`config.mk`:
```
export PLATFORM = sky130hd
export DESIGN_NAME = output_stop_gpio_config_regs
export DESIGN_NICKNAME = d
export VERILOG_FILES = /design/src/clk_cfg_pkg.sv /design/src/output_stop_gpio_config_regs.sv /design/src/pin_drive.sv
export SDC_FILE = /design/constraint.sdc
export NUM_CORES = 1
export LEC_CHECK = 0
export BUFFER_PORTS_ARGS = -buffer_cell sky130_fd_sc_hd__buf_2
export CAP_MARGIN = 5
export CORE_MARGIN = 1.5
export CORE_UTILIZATION = 45
export CTS_CLUSTER_SIZE = 16
export DETAILED_ROUTE_END_ITERATION = 10
export PLACE_DENSITY = 0.7
export SLEW_MARGIN = 20
export SYNTH_ARGS = -nofsm -noshare
export SYNTH_HDL_FRONTEND = slang
export SYNTH_SLANG_ARGS = --single-unit
```
`constraint.sdc`:
```
create_clock -name mclk -period 3.4 [get_ports mclk]
set_clock_uncertainty 0.2 [all_clocks]
set_input_delay 0.68 -clock mclk [delete_from_list [all_inputs] [get_ports mclk]]
set_output_delay 0.68 -clock mclk [all_outputs]
set_load 0.03 [all_outputs]
```
`src/clk_cfg_pkg.sv`:
```
/*
 * Shared definitions for the output stop, pin function and bus address register bank,
 * plus the pin code and source decode functions used by the bank and by the per-pin drive decoder.
 * Assumes one 100 MHz clock and a synchronous, active-low reset supplied by the bank.
 */
package clk_cfg_pkg;

	// ------------------------------------------------------------------
	// Register offsets
	// ------------------------------------------------------------------
	localparam logic [6:0] OFS_MUX_DEF = 7'h08;
	localparam logic [6:0] OFS_STOP_LO = 7'h09;
	localparam logic [6:0] OFS_STOP_HI = 7'h0a;
	localparam logic [6:0] OFS_PIN_CFG_A = 7'h0b;
	localparam logic [6:0] OFS_PIN_CFG_B = 7'h0c;
	localparam logic [6:0] OFS_PIN0_SEL = 7'h0d;
	localparam logic [6:0] OFS_PIN1_SEL = 7'h0e;
	localparam logic [6:0] OFS_PIN2_SEL = 7'h0f;
	localparam logic [6:0] OFS_PIN3_SEL = 7'h10;
	localparam logic [6:0] OFS_BUS_ADDR = 7'h11;

	// ------------------------------------------------------------------
	// Field layouts and reset values
	// ------------------------------------------------------------------
	localparam int MUX_D_LSB = 0;
	localparam int MUX_E_LSB = 2;
	localparam int MUX_F_LSB = 4;
	localparam logic [7:0] MUX_WR_MASK = 8'h3f;
	localparam logic [7:0] STOP_HI_WR_MASK = 8'h03;
	localparam logic [7:0] CFG_RESET = 8'h00;
	localparam logic [4:0] BUS_ADDR_HI_RESET = 5'h1d;
	localparam logic [3:0] STOP_SRC_REGISTER = 4'h1;

	// Status space followed by status-output pins: 32 registers from 0x40.
	localparam int STATUS_REGS = 32;
	localparam logic [4:0] STATUS_IDX_CFG = 5'h00;
	localparam logic [4:0] STATUS_IDX_PIN_STATE = 5'h01;
	localparam logic [4:0] STATUS_IDX_IRQ = 5'h02;
	localparam logic [4:0] STATUS_IDX_PLL_IRQ_EN = 5'h1f;
	localparam logic [7:0] STATUS_IMPL_CFG = 8'hbf;
	localparam logic [7:0] STATUS_IMPL_IRQ = 8'h37;
	localparam logic [7:0] STATUS_IMPL_OTHER = 8'hff;

	// ------------------------------------------------------------------
	// Output group sources and pin functions
	// ------------------------------------------------------------------
	localparam logic [1:0] SRC_INTEGER = 2'h0;
	localparam logic [1:0] SRC_FRAC_BYPASS = 2'h1;
	localparam logic [1:0] SRC_PATH2 = 2'h3;

	typedef enum logic [1:0] {
		ROUTE_INTEGER,
		ROUTE_FRAC_BYPASS,
		ROUTE_PATH2,
		ROUTE_NONE
	} group_route_e;

	typedef enum logic [3:0] {
		PM_INPUT,
		PM_INPUT_INV,
		PM_DRIVE_LOW,
		PM_DRIVE_HIGH,
		PM_FOLLOW_TRUE,
		PM_FOLLOW_INV,
		PM_FOLLOW_LOW_Z,
		PM_FOLLOW_Z_LOW,
		PM_RESERVED
	} pin_mode_e;

	typedef struct packed {
		logic [3:0] code;
		logic [4:0] reg_sel;
		logic [2:0] bit_sel;
	} pin_cfg_s;

	typedef struct packed {
		logic drive;
		logic oe_n;
		logic level;
	} pin_drive_s;

	function automatic pin_mode_e pin_mode(input logic [3:0] code);
		case (code)
			4'h0: pin_mode = PM_INPUT;
			4'h1: pin_mode = PM_INPUT_INV;
			4'h2: pin_mode = PM_DRIVE_LOW;
			4'h3: pin_mode = PM_DRIVE_HIGH;
			4'h4: pin_mode = PM_FOLLOW_TRUE;
			4'h5: pin_mode = PM_FOLLOW_INV;
			4'h6: pin_mode = PM_FOLLOW_LOW_Z;
			4'h7: pin_mode = PM_FOLLOW_Z_LOW;
			default: pin_mode = PM_RESERVED;
		endcase
	endfunction

	function automatic group_route_e group_route(input logic [1:0] sel);
		case (sel)
			SRC_INTEGER: group_route = ROUTE_INTEGER;
			SRC_FRAC_BYPASS: group_route = ROUTE_FRAC_BYPASS;
			SRC_PATH2: group_route = ROUTE_PATH2;
			default: group_route = ROUTE_NONE;
		endcase
	endfunction

endpackage

```
`src/output_stop_gpio_config_regs.sv`:
```
/*
 * Register bank for output group source selects, per-output stop bits, four
 * general-purpose pin functions with status following, and the serial bus address.
 * Assumes a simple synchronous register port from the processor interface, pins
 * synchronous to mclk, and register hard/soft reset levels from the master config.
 */
// Operation
// - Source code 00 integer, 01 fractional, 11 path2
// - Mux register: F 5:4, E 3:2, D 1:0
// - Stop bit ORed with global stop when source 0001
// - Stop bits: outputs 8..1 low, 10..9 high
// - Pin codes 0000-0011: input, inverted, low, high
// - Codes 0100-0111 follow a chosen status bit
// - Codes 1000-1111 reserved, pin left input
// - Pin fields: odd pin high nibble, even low
// - Pin level always readable as status
// - Select field: register 0x40 plus bits 7:3
// - Bit select 000 bit0 through 111 bit7
// - Unimplemented status location is followed as 0
// - Pin status and PLL enables not selectable
// - Each pin has its own select register
// - Address in bits 6:0, bit 7 reads zero
// - Reset loads fixed high bits, pins low
// - Register resets leave the address alone
// - Rewritten address takes effect immediately
// - Global stop halts outputs with source 0001
// - Pin status shows raw level, no inversion
`timescale 1ns/1ns

module output_stop_gpio_config_regs
	import clk_cfg_pkg::*;
(
	// Clock and hardware reset
	input wire logic mclk,
	input wire logic hardware_reset_pin,
	// Register port
	input wire logic [6:0] reg_addr,
	input wire logic reg_wr,
	input wire logic reg_rd,
	input wire logic [7:0] reg_wdata,
	output logic [7:0] reg_rdata,
	output logic reg_rvalid,
	// Master configuration levels
	input wire logic register_hard_reset,
	input wire logic register_soft_reset,
	input wire logic global_output_stop,
	input wire logic [39:0] stop_source_select,
	// Strap pins and status space
	input wire logic interface_select_pin_1,
	input wire logic interface_select_pin_0,
	input wire logic [STATUS_REGS*8-1:0] status_space,
	// General-purpose pins
	input wire logic [3:0] gpio_in,
	output logic [3:0] gpio_out,
	output logic [3:0] gpio_oe_n,
	output logic [3:0] gpio_level,
	output logic [3:0] pin_state_status,
	// Output control
	output logic [9:0] output_stop,
	output logic [1:0] group_d_source_sel,
	output logic [1:0] group_e_source_sel,
	output logic [1:0] group_f_source_sel,
	output group_route_e group_d_route,
	output group_route_e group_e_route,
	output group_route_e group_f_route,
	output logic [6:0] bus_address_field
);

	// ------------------------------------------------------------------
	// Register storage
	// ------------------------------------------------------------------
	logic [7:0] mux_r;
	logic [7:0] stop_lo_r;
	logic [7:0] stop_hi_r;
	logic [7:0] cfg_a_r;
	logic [7:0] cfg_b_r;
	logic [7:0] sel_r [4];
	logic [6:0] addr_r;
	logic cfg_clear;
	logic [9:0] stop_bits;
	pin_cfg_s pin_cfg [4];
	pin_drive_s pin_res [4];

	function automatic logic hit(input logic [6:0] ofs);
		hit = reg_wr && (reg_addr == ofs);
	endfunction

	// Hard reset pin and both register resets return configuration to default.
	assign cfg_clear = !hardware_reset_pin || register_hard_reset || register_soft_reset;

	always_ff @(posedge mclk) begin
		if (cfg_clear) begin
			mux_r <= CFG_RESET;
		end else if (hit(OFS_MUX_DEF)) begin
			mux_r <= reg_wdata & MUX_WR_MASK;
		end
	end

	always_ff @(posedge mclk) begin
		if (cfg_clear) begin
			stop_lo_r <= CFG_RESET;
			stop_hi_r <= CFG_RESET;
		end else begin
			if (hit(OFS_STOP_LO)) begin
				stop_lo_r <= reg_wdata;
			end
			if (hit(OFS_STOP_HI)) begin
				stop_hi_r <= reg_wdata & STOP_HI_WR_MASK;
			end
		end
	end

	always_ff @(posedge mclk) begin
		if (cfg_clear) begin
			cfg_a_r <= CFG_RESET;
			cfg_b_r <= CFG_RESET;
		end else begin
			if (hit(OFS_PIN_CFG_A)) begin
				cfg_a_r <= reg_wdata;
			end
			if (hit(OFS_PIN_CFG_B)) begin
				cfg_b_r <= reg_wdata;
			end
		end
	end

	// Each pin owns one select register at consecutive offsets.
	generate
		for (genvar p = 0; p < 4; p++) begin : g_sel
			always_ff @(posedge mclk) begin
				if (cfg_clear) begin
					sel_r[p] <= CFG_RESET;
				end else if (hit(OFS_PIN0_SEL + 7'(p))) begin
					sel_r[p] <= reg_wdata;
				end
			end
		end
	endgenerate

	// The address is touched only by the reset pin and by software writes.
	always_ff @(posedge mclk) begin
		if (!hardware_reset_pin) begin
			addr_r <= {BUS_ADDR_HI_RESET, interface_select_pin_1, interface_select_pin_0};
		end else if (hit(OFS_BUS_ADDR)) begin
			addr_r <= reg_wdata[6:0];
		end
	end

	// ------------------------------------------------------------------
	// Register read-back
	// ------------------------------------------------------------------
	always_ff @(posedge mclk) begin
		if (!hardware_reset_pin) begin
			reg_rdata <= 8'h00;
			reg_rvalid <= 1'b0;
		end else begin
			reg_rvalid <= reg_rd;
			if (reg_rd) begin
				case (reg_addr)
					OFS_MUX_DEF: reg_rdata <= mux_r;
					OFS_STOP_LO: reg_rdata <= stop_lo_r;
					OFS_STOP_HI: reg_rdata <= stop_hi_r;
					OFS_PIN_CFG_A: reg_rdata <= cfg_a_r;
					OFS_PIN_CFG_B: reg_rdata <= cfg_b_r;
					OFS_PIN0_SEL: reg_rdata <= sel_r[0];
					OFS_PIN1_SEL: reg_rdata <= sel_r[1];
					OFS_PIN2_SEL: reg_rdata <= sel_r[2];
					OFS_PIN3_SEL: reg_rdata <= sel_r[3];
					OFS_BUS_ADDR: reg_rdata <= {1'b0, addr_r};
					default: reg_rdata <= 8'h00;
				endcase
			end
		end
	end

	// ------------------------------------------------------------------
	// Output group sources and stops
	// ------------------------------------------------------------------
	always_ff @(posedge mclk) begin
		if (!hardware_reset_pin) begin
			group_d_source_sel <= SRC_INTEGER;
			group_e_source_sel <= SRC_INTEGER;
			group_f_source_sel <= SRC_INTEGER;
			group_d_route <= ROUTE_INTEGER;
			group_e_route <= ROUTE_INTEGER;
			group_f_route <= ROUTE_INTEGER;
		end else begin
			group_d_source_sel <= mux_r[MUX_D_LSB +: 2];
			group_e_source_sel <= mux_r[MUX_E_LSB +: 2];
			group_f_source_sel <= mux_r[MUX_F_LSB +: 2];
			group_d_route <= group_route(mux_r[MUX_D_LSB +: 2]);
			group_e_route <= group_route(mux_r[MUX_E_LSB +: 2]);
			group_f_route <= group_route(mux_r[MUX_F_LSB +: 2]);
		end
	end

	assign stop_bits = {stop_hi_r[1:0], stop_lo_r};

	generate
		for (genvar o = 0; o < 10; o++) begin : g_stop
			always_ff @(posedge mclk) begin
				if (!hardware_reset_pin) begin
					output_stop[o] <= 1'b0;
				end else begin
					output_stop[o] <= (stop_source_select[o*4 +: 4] == STOP_SRC_REGISTER)
						&& (stop_bits[o] || global_output_stop);
				end
			end
		end
	endgenerate

	always_ff @(posedge mclk) begin
		if (!hardware_reset_pin) begin
			bus_address_field <= 7'h00;
		end else begin
			bus_address_field <= addr_r;
		end
	end

	// ------------------------------------------------------------------
	// Status following and pin drive
	// ------------------------------------------------------------------
	// The status word is an argument so that a pin re-evaluates when only a status bit moves.
	function automatic logic status_pick(input logic [STATUS_REGS*8-1:0] space,
		input logic [4:0] rsel, input logic [2:0] bsel);
		logic [7:0] impl;
		impl = STATUS_IMPL_OTHER;
		if (rsel == STATUS_IDX_CFG) begin
			impl = STATUS_IMPL_CFG;
		end else if (rsel == STATUS_IDX_IRQ) begin
			impl = STATUS_IMPL_IRQ;
		end else if (rsel == STATUS_IDX_PIN_STATE || rsel == STATUS_IDX_PLL_IRQ_EN) begin
			impl = 8'h00;
		end
		status_pick = impl[bsel] && space[{rsel, bsel}];
	endfunction

	generate
		for (genvar p = 0; p < 4; p++) begin : g_pin
			assign pin_cfg[p].code = (p < 2) ? cfg_a_r[(p%2)*4 +: 4] : cfg_b_r[(p%2)*4 +: 4];
			assign pin_cfg[p].reg_sel = sel_r[p][7:3];
			assign pin_cfg[p].bit_sel = sel_r[p][2:0];

			pin_drive u_drive (
				.code(pin_cfg[p].code),
				.follow_bit(status_pick(status_space, pin_cfg[p].reg_sel, pin_cfg[p].bit_sel)),
				.pin_level(gpio_in[p]),
				.result(pin_res[p])
			);

			always_ff @(posedge mclk) begin
				if (!hardware_reset_pin) begin
					gpio_out[p] <= 1'b0;
					gpio_oe_n[p] <= 1'b1;
					gpio_level[p] <= 1'b0;
					pin_state_status[p] <= 1'b0;
				end else begin
					gpio_out[p] <= pin_res[p].drive;
					gpio_oe_n[p] <= pin_res[p].oe_n;
					gpio_level[p] <= pin_res[p].level;
					pin_state_status[p] <= gpio_in[p];
				end
			end
		end
	endgenerate
endmodule

```
`src/pin_drive.sv`:
```
/*
 * Combinational decoder for one general-purpose pin: turns its function code and the
 * status bit it follows into a drive value, an active-low enable and an input level.
 * Assumes the caller registers all three before they reach a pin.
 */
`timescale 1ns/1ns

module pin_drive
	import clk_cfg_pkg::*;
(
	// Configuration and sources
	input wire logic [3:0] code,
	input wire logic follow_bit,
	input wire logic pin_level,
	// Result
	output pin_drive_s result
);

	always_comb begin
		result.drive = 1'b0;
		result.oe_n = 1'b1;
		result.level = pin_level;
		case (pin_mode(code))
			PM_INPUT: begin
				result.level = pin_level;
			end
			PM_INPUT_INV: begin
				result.level = ~pin_level;
			end
			PM_DRIVE_LOW: begin
				result.oe_n = 1'b0;
			end
			PM_DRIVE_HIGH: begin
				result.drive = 1'b1;
				result.oe_n = 1'b0;
			end
			PM_FOLLOW_TRUE: begin
				result.drive = follow_bit;
				result.oe_n = 1'b0;
			end
			PM_FOLLOW_INV: begin
				result.drive = ~follow_bit;
				result.oe_n = 1'b0;
			end
			PM_FOLLOW_LOW_Z: begin
				result.oe_n = follow_bit;
			end
			PM_FOLLOW_Z_LOW: begin
				result.oe_n = ~follow_bit;
			end
			default: begin
				// Unassigned codes leave the pin an undriven plain input.
				result.level = pin_level;
			end
		endcase
	end

endmodule
```
# == After elaboration in Yosys (flattened, before gate mapping) ==
# Memory sizes are Yosys's and may differ from the RTL's. A register that Yosys moved wholly into a read port is not among the register bits.
# Cells that the tools add are included.
# word_totals
register_bits,93
elab_cells,262
latch_bits,0
mem_bits_ro,96
inputBits,324
mem_bits_rw,32
memories,5
# op_classes
multipliers,0
mux,76
n_reduce_logical,52
bitwise_logic,12
div,0
order_cmp,8
n_eq_ne,67
n_addsub,0
shift,0
# memory_table
memory,depth,word_bits,read_ports,rd_clocked_by_memory_dff,write_ports,line_no,rtl
sel_r,4,8,4,0,4,output_stop_gpio_config_regs.sv:77,logic [7:0] sel_r [4];
(no name shown),8,3,1,1,0,clk_cfg_pkg.sv:83,case (code)
(no name shown),8,3,1,1,0,clk_cfg_pkg.sv:83,
(no name shown),8,3,1,1,0,clk_cfg_pkg.sv:83,
(no name shown),8,3,1,1,0,clk_cfg_pkg.sv:83,
# op_table
cell,n
$mux 8,16
$pmux 8 s10,1
$eq 4x3->1 const B,16
$eq 4x1->1 const B,14
$eq 7x4->1 const B,8
$lt 8x9->1 const B,4
$bmux 1 s8,4
$eq 4x2->1 const B,8
$mux 1,26
$logic_and 1x1->1,24
$mux 3,8
$pmux 1 s3,8
$eq 5x1->1 const B,4
$eq 5x2->1 const B,4
$eq 5x5->1 const B,4
$logic_not 5->1,4
$pmux 2 s3,3
$logic_or 1x1->1,16
$lt 3x4->1 const B,4
$mux 4,4
$reduce_or 4->1,4
$eq 7x5->1 const B,2
$bmux 1 s3,4
$not 1->1,8
other kinds (7),17

# == Longest topological paths before layout ==
# An unclocked memory read counts as a cell.
# logic_depth
word_depth,11
depth_mapped,12

# == Hierarchy ==
# From an unflattened synthesis, not the netlist that was laid out.
# unflattened
hier_cells,1309
hier_area_um2,14167.3
# modules_own_cells
mod,cells_each,area_each_um2,instances,seq_area_each_um2
output_stop_gpio_config_regs,1277,13882.1,1,2842.7
pin_drive,8,71.3,4,0.0

# == Least setup slack after synthesis ==
# OpenSTA, ideal clock, no wires.
# synth_path
path_type,input to register
start,input port status_space[75]
end,register gpio_oe_n[3]
path_stages,8
arrival_ps,2882
slack_ps,191
required_time_ps,3073
cell_sequence,mux4_2 > mux4_2 > and2_0 > or4_1 > a22o_1 > nand4b_1 > mux2i_1 > or3_1
# synth_via
elab_chain_cells,5
# synth_lines
element,line_no,rtl
start: declaration,output_stop_gpio_config_regs.sv:51,"input wire logic [STATUS_REGS*8-1:0] status_space,"
$bmux 1 s8 *,output_stop_gpio_config_regs.sv:235,"status_pick = impl[bsel] && space[{rsel, bsel}];"
$mux 1 (implied by the code) *,output_stop_gpio_config_regs.sv:235,
$logic_and 1x1->1 *,output_stop_gpio_config_regs.sv:235,
$not 1->1,pin_drive.sv:49,result.oe_n = ~follow_bit;
$pmux 1 s3 *,pin_drive.sv:23,case (pin_mode(code))
end signal: indexed assignment,output_stop_gpio_config_regs.sv:259,gpio_oe_n[p] <= pin_res[p].oe_n;
end: declaration,output_stop_gpio_config_regs.sv:55,"output logic [3:0] gpio_oe_n,"
# Every way passes the cells marked *; elsewhere a longest branch is shown, timed or not. The select of a mux whose other input is x is not followed.
# A chain may end at the register's enable or synchronous reset.

==> metrics.md <==
| Metric | Value |
|---|---|
| GRT Resource Usage Total | 35.0% |
| Fillers | between 2000 and 3000 |
| Average routed wire per standard cell | 27.4 um |
| Ys flop type | dfxtp_1 |
| Dpl hpwl | 44700 um |
| CTS tree | built |
| Worst skew pair latency | 430 ps |
| Layout overhead on the synthesized area | 27.9% |
| Psw | about 1.6 mW |
| Largest net degree at the start of global routing | 45 |
| RD Place Congestion | approximately 0.99 |
| CP startpoint | sel_r[2][0]$_SDFFCE_PN0P_ |
| CTS clk-pin slew, worst paths | 60 ps |
| Clk pwr share | 33.8% |
| DR pass1 iterations | 8 |
| CTS sink cnt | 137 |
| Hold Startpoint | stop_source_select[38] |
| Clk root buf | clkbuf_16 |
| I/O Pins | 378 |
| Final Net Count | 2039 |
| DR top layer | met5 |
| Met3 WL post-DR | 8110 um |
| Switching fraction of total power | a little under a third |
| FFs w/ async S/R, synth | 0% |
| Share of cells above drive strength 1 | 49.5% |
| Cell internal pwr | 3.61 mW |
| LEAKAGE | around 6.7 nW |
| PwrDens | 285 nW/um^2 |
| Max Fclk | 0.295 GHz |
| Cell Count, Final, Fillers Out | 2136 |
| Avg Cell Area, Syn | between 10 and 15 um^2 |
| Clock Path Buffers | 2 |
| Critical path arrival | ~3500 ps |
| Worst Hold Path Cells | 2 |
| Worst path cell trace | buf_4, buf_12, mux4_2, a22oi_1, nand2_1, o31ai_1, o22ai_1, o31ai_2, buf_4, xnor2_1, a211o_1 |
| Clock buffer count from CTS | 17 |
| Initial core utilization | 46.1% |
| Combinational cell fraction of total power | 32.6% |
| Buf/Inv on CP | 3 |
| Worst hold margin | 216 ps |
| Crit end category | flop |
| Final min period | 3390 ps |
| Post-placement cell count | between 2000 and 2500 |
| Die ar. | 32700 um^2 |
| Fin. max-slew vios | 0 |
| PortBufs | approximately 380 |
| Synth Register Bits | 137 |
| Sequential area share after synthesis | 21.7% |
| Post-route setup slack | 9.03 ps |
| Core area | between 30000 and 40000 um^2 |
| Startpoint types | flop |
| Worst path depth | 11 |
| Worst setup path class | reg2reg |
| Mapped Nets | about 1600 |
| Worst rel slew slack | around 55% |
| Final ANT Viol Nets | 0 |
| Die extent in y | 181 um |
| Worst hold path class | in2reg |
| Post-Syn Instances | roughly 1300 |
| Global route overflow | 0 |
| Antenna violations before repair | 19 |
| Status | finished, final reports clean |
| Total Power | 5.18 mW |
| Post-synth EDFFs | 34 |
| Vias per inst | about 7 |
| DIE WIDTH | approximately 180 um |
| Cells on worst reg2reg path | 11 |
| Setup violations, final | 0 |
| Iter 0 DRT Violations | 1922 |
| Std cell rows | 64 |
| Wl on met1 | about 20000 um |
| Synth Warn # | 0 |
| Crit-path max cell delay | 530 ps |
| First-pass GRT wire length | roughly 86000 um |
| CP top delay family | compound AO/OA/AOI/OAI gates |
| DRC Markers | 0 |
| Max VDD drop | 0.386 mV |
| Post-place setup slack | -296 ps |
| RSZ-0062 raised after global routing | yes |
| CP max FO | 13 |
| Total Wirelength | approximately 59000 um |
| CTS H-Tree Depth | 4 |
| Maxcap violations | 0 |
| Setup_tns | 0 ps |
| Synth cell types | 64 |
| Number of global-route vias before repair | 14300 |
| Critical path's most frequent cell | buf_4 |
| Slowest-stage cell, CP | mux4_2 |
| Crit path required time | 3510 ps |
| DR vias | 14800 |
| Slew @ Worst Pin | 670 ps |
| Synth Cell Area | 14200 um^2 |
| Crit share post-route | 99.7% |
| Met2 wire len | 27000 um |
| FF-to-FF Start | sel_r[2][0]$_SDFFCE_PN0P_ |
| Final hold viol count | 0 |
| Sequential power share | between 30% and 40% |
[layout make-up]
type / instances / area, um^2 / share of cell area, %
well taps: 396 / 495 / 2.72
inverters: 16 / 60.1 / 0.330
clock inverters: 10 / 91.3 / 0.502
diodes: 18 / 45.0 / 0.248
repair buffers: 525 / 3390 / 18.6
clock buffers: 22 / 475 / 2.61
flip-flops and latches: 137 / 3080 / 16.9
multi-input cells: 1012 / 10600 / 58.0
[Yosys cell counts, drive strengths merged (4+ instances only)]
master / n / share of area [%]
a221oi: 4 / 0.25
nand4: 9 / 0.40
xor2: 6 / 0.37
nand3b: 7 / 0.37
nand3: 86 / 3.0
a31oi: 12 / 0.53
a2111oi: 6 / 0.37
a41oi: 4 / 0.25
o21ai: 17 / 0.60
nor4b: 5 / 0.31
edfxtp: 34 / 7.2
inv: 14 / 0.37
nand2: 119 / 3.1
nor4: 7 / 0.31
a21oi: 54 / 1.9
mux2: 25 / 2.0
nor2b: 35 / 1.5
a21boi: 5 / 0.26
o22ai: 14 / 0.62
ha: 6 / 0.53
buf: 71 / 2.9
clkbuf: 49 / 1.3
dfxtp: 103 / 15
mux4: 259 / 41
o311ai: 4 / 0.25
nand2b: 14 / 0.62
o211ai: 4 / 0.21
nor3: 25 / 0.88
a22oi: 42 / 2.2
a222oi: 4 / 0.28
nor2: 66 / 1.7
mux2i: 51 / 3.6
and3: 7 / 0.31
a22o: 4 / 0.25
o31ai: 5 / 0.26
nand4b: 5 / 0.31
and2: 61 / 2.7
o221ai: 5 / 0.31
[final timing paths]
| check | endpoint | slack, ps |
|---|---|---|
| worst max-delay path | gpio_oe_n[2]$_SDFF_PN1_ | 9 |
| worst min-delay path | output_stop[9]$_SDFF_PN0_ | 220 |
| worst max register to register | gpio_oe_n[2]$_SDFF_PN1_ | 9 |
| worst min register to register | flop | 280 |
[power groups by stage]
stage	logic (mW)	registers (mW)	clock network, mW
detailed placement	1.59	1.77	0
global placement	1.57	1.77	0
CTS	1.61	1.74	1.77
global route	1.75	1.74	1.85
finish	1.69	1.74	1.75
floorplan	0.879	1.77	0
[flip-flops by register name, indices dropped and copies added (netlist names), 4 cells and up, named ones only]
register and flops:
stop_lo_r 8, pin_state_status 4, reg_rdata 8, mux_r 6, cfg_b_r 8, addr_r 7
gpio_out 4, gpio_level 4, sel_r 32, cfg_a_r 8, output_stop 10, gpio_oe_n 4
bus_address_field 7
[logic make-up after synthesis]
group / synth area share, %
xor+xnor: 0.431
simple gates: 16.4
buf+inv: 4.59
flops: 21.7
mux: 46.6
fa+ha+maj: 0.528
compound gates: 9.81
[layout by cell type (no fill, tap or decap), drive strengths merged, types with 7 or more instances in the layout]
master and n:
inv 17, mux4 259, nand2 119, nor4 7
nand3 86, nand3b 7, nor3 25, and2 61
o22ai 14, diode 18, nand2b 14, dfxtp 103
o21ai 17, edfxtp 34, nand4 9, clkinv 7
a31oi 12, mux2i 51, mux2 25, and3 7
clkbuf 26, a21oi 54, nor2b 35, nor2 66
a22oi 42, buf 521
[metrics by stage]
| stage | util, % | instance area [um^2] |
|---|---|---|
| 4_1_cts | 58.2 | 17900 |
| 2_1_floorplan | - | 14200 |
| 6_report | 59.0 | 18200 |
| 3_3_place_gp | 56.2 | 17300 |
| 5_1_grt | 59.0 | 18200 |
| 3_5_place_dp | 56.2 | 17300 |
[metal layers]
layer,vias to the layer above,track usage (%)
met5,-,0
met4,2,17.6
met3,238,8.77
met2,1339,56.0
met1,7163,44.4
li1,6105,-
[timing repair]
item,4_1_cts,5_1_grt
pin swaps,0,6
buffers inserted,3,6
hold buffers,0,0
resized for setup,6,15
gates cloned,0,4
endpoints found under the setup margin,4,8
(Power assumes the default switching activity.)
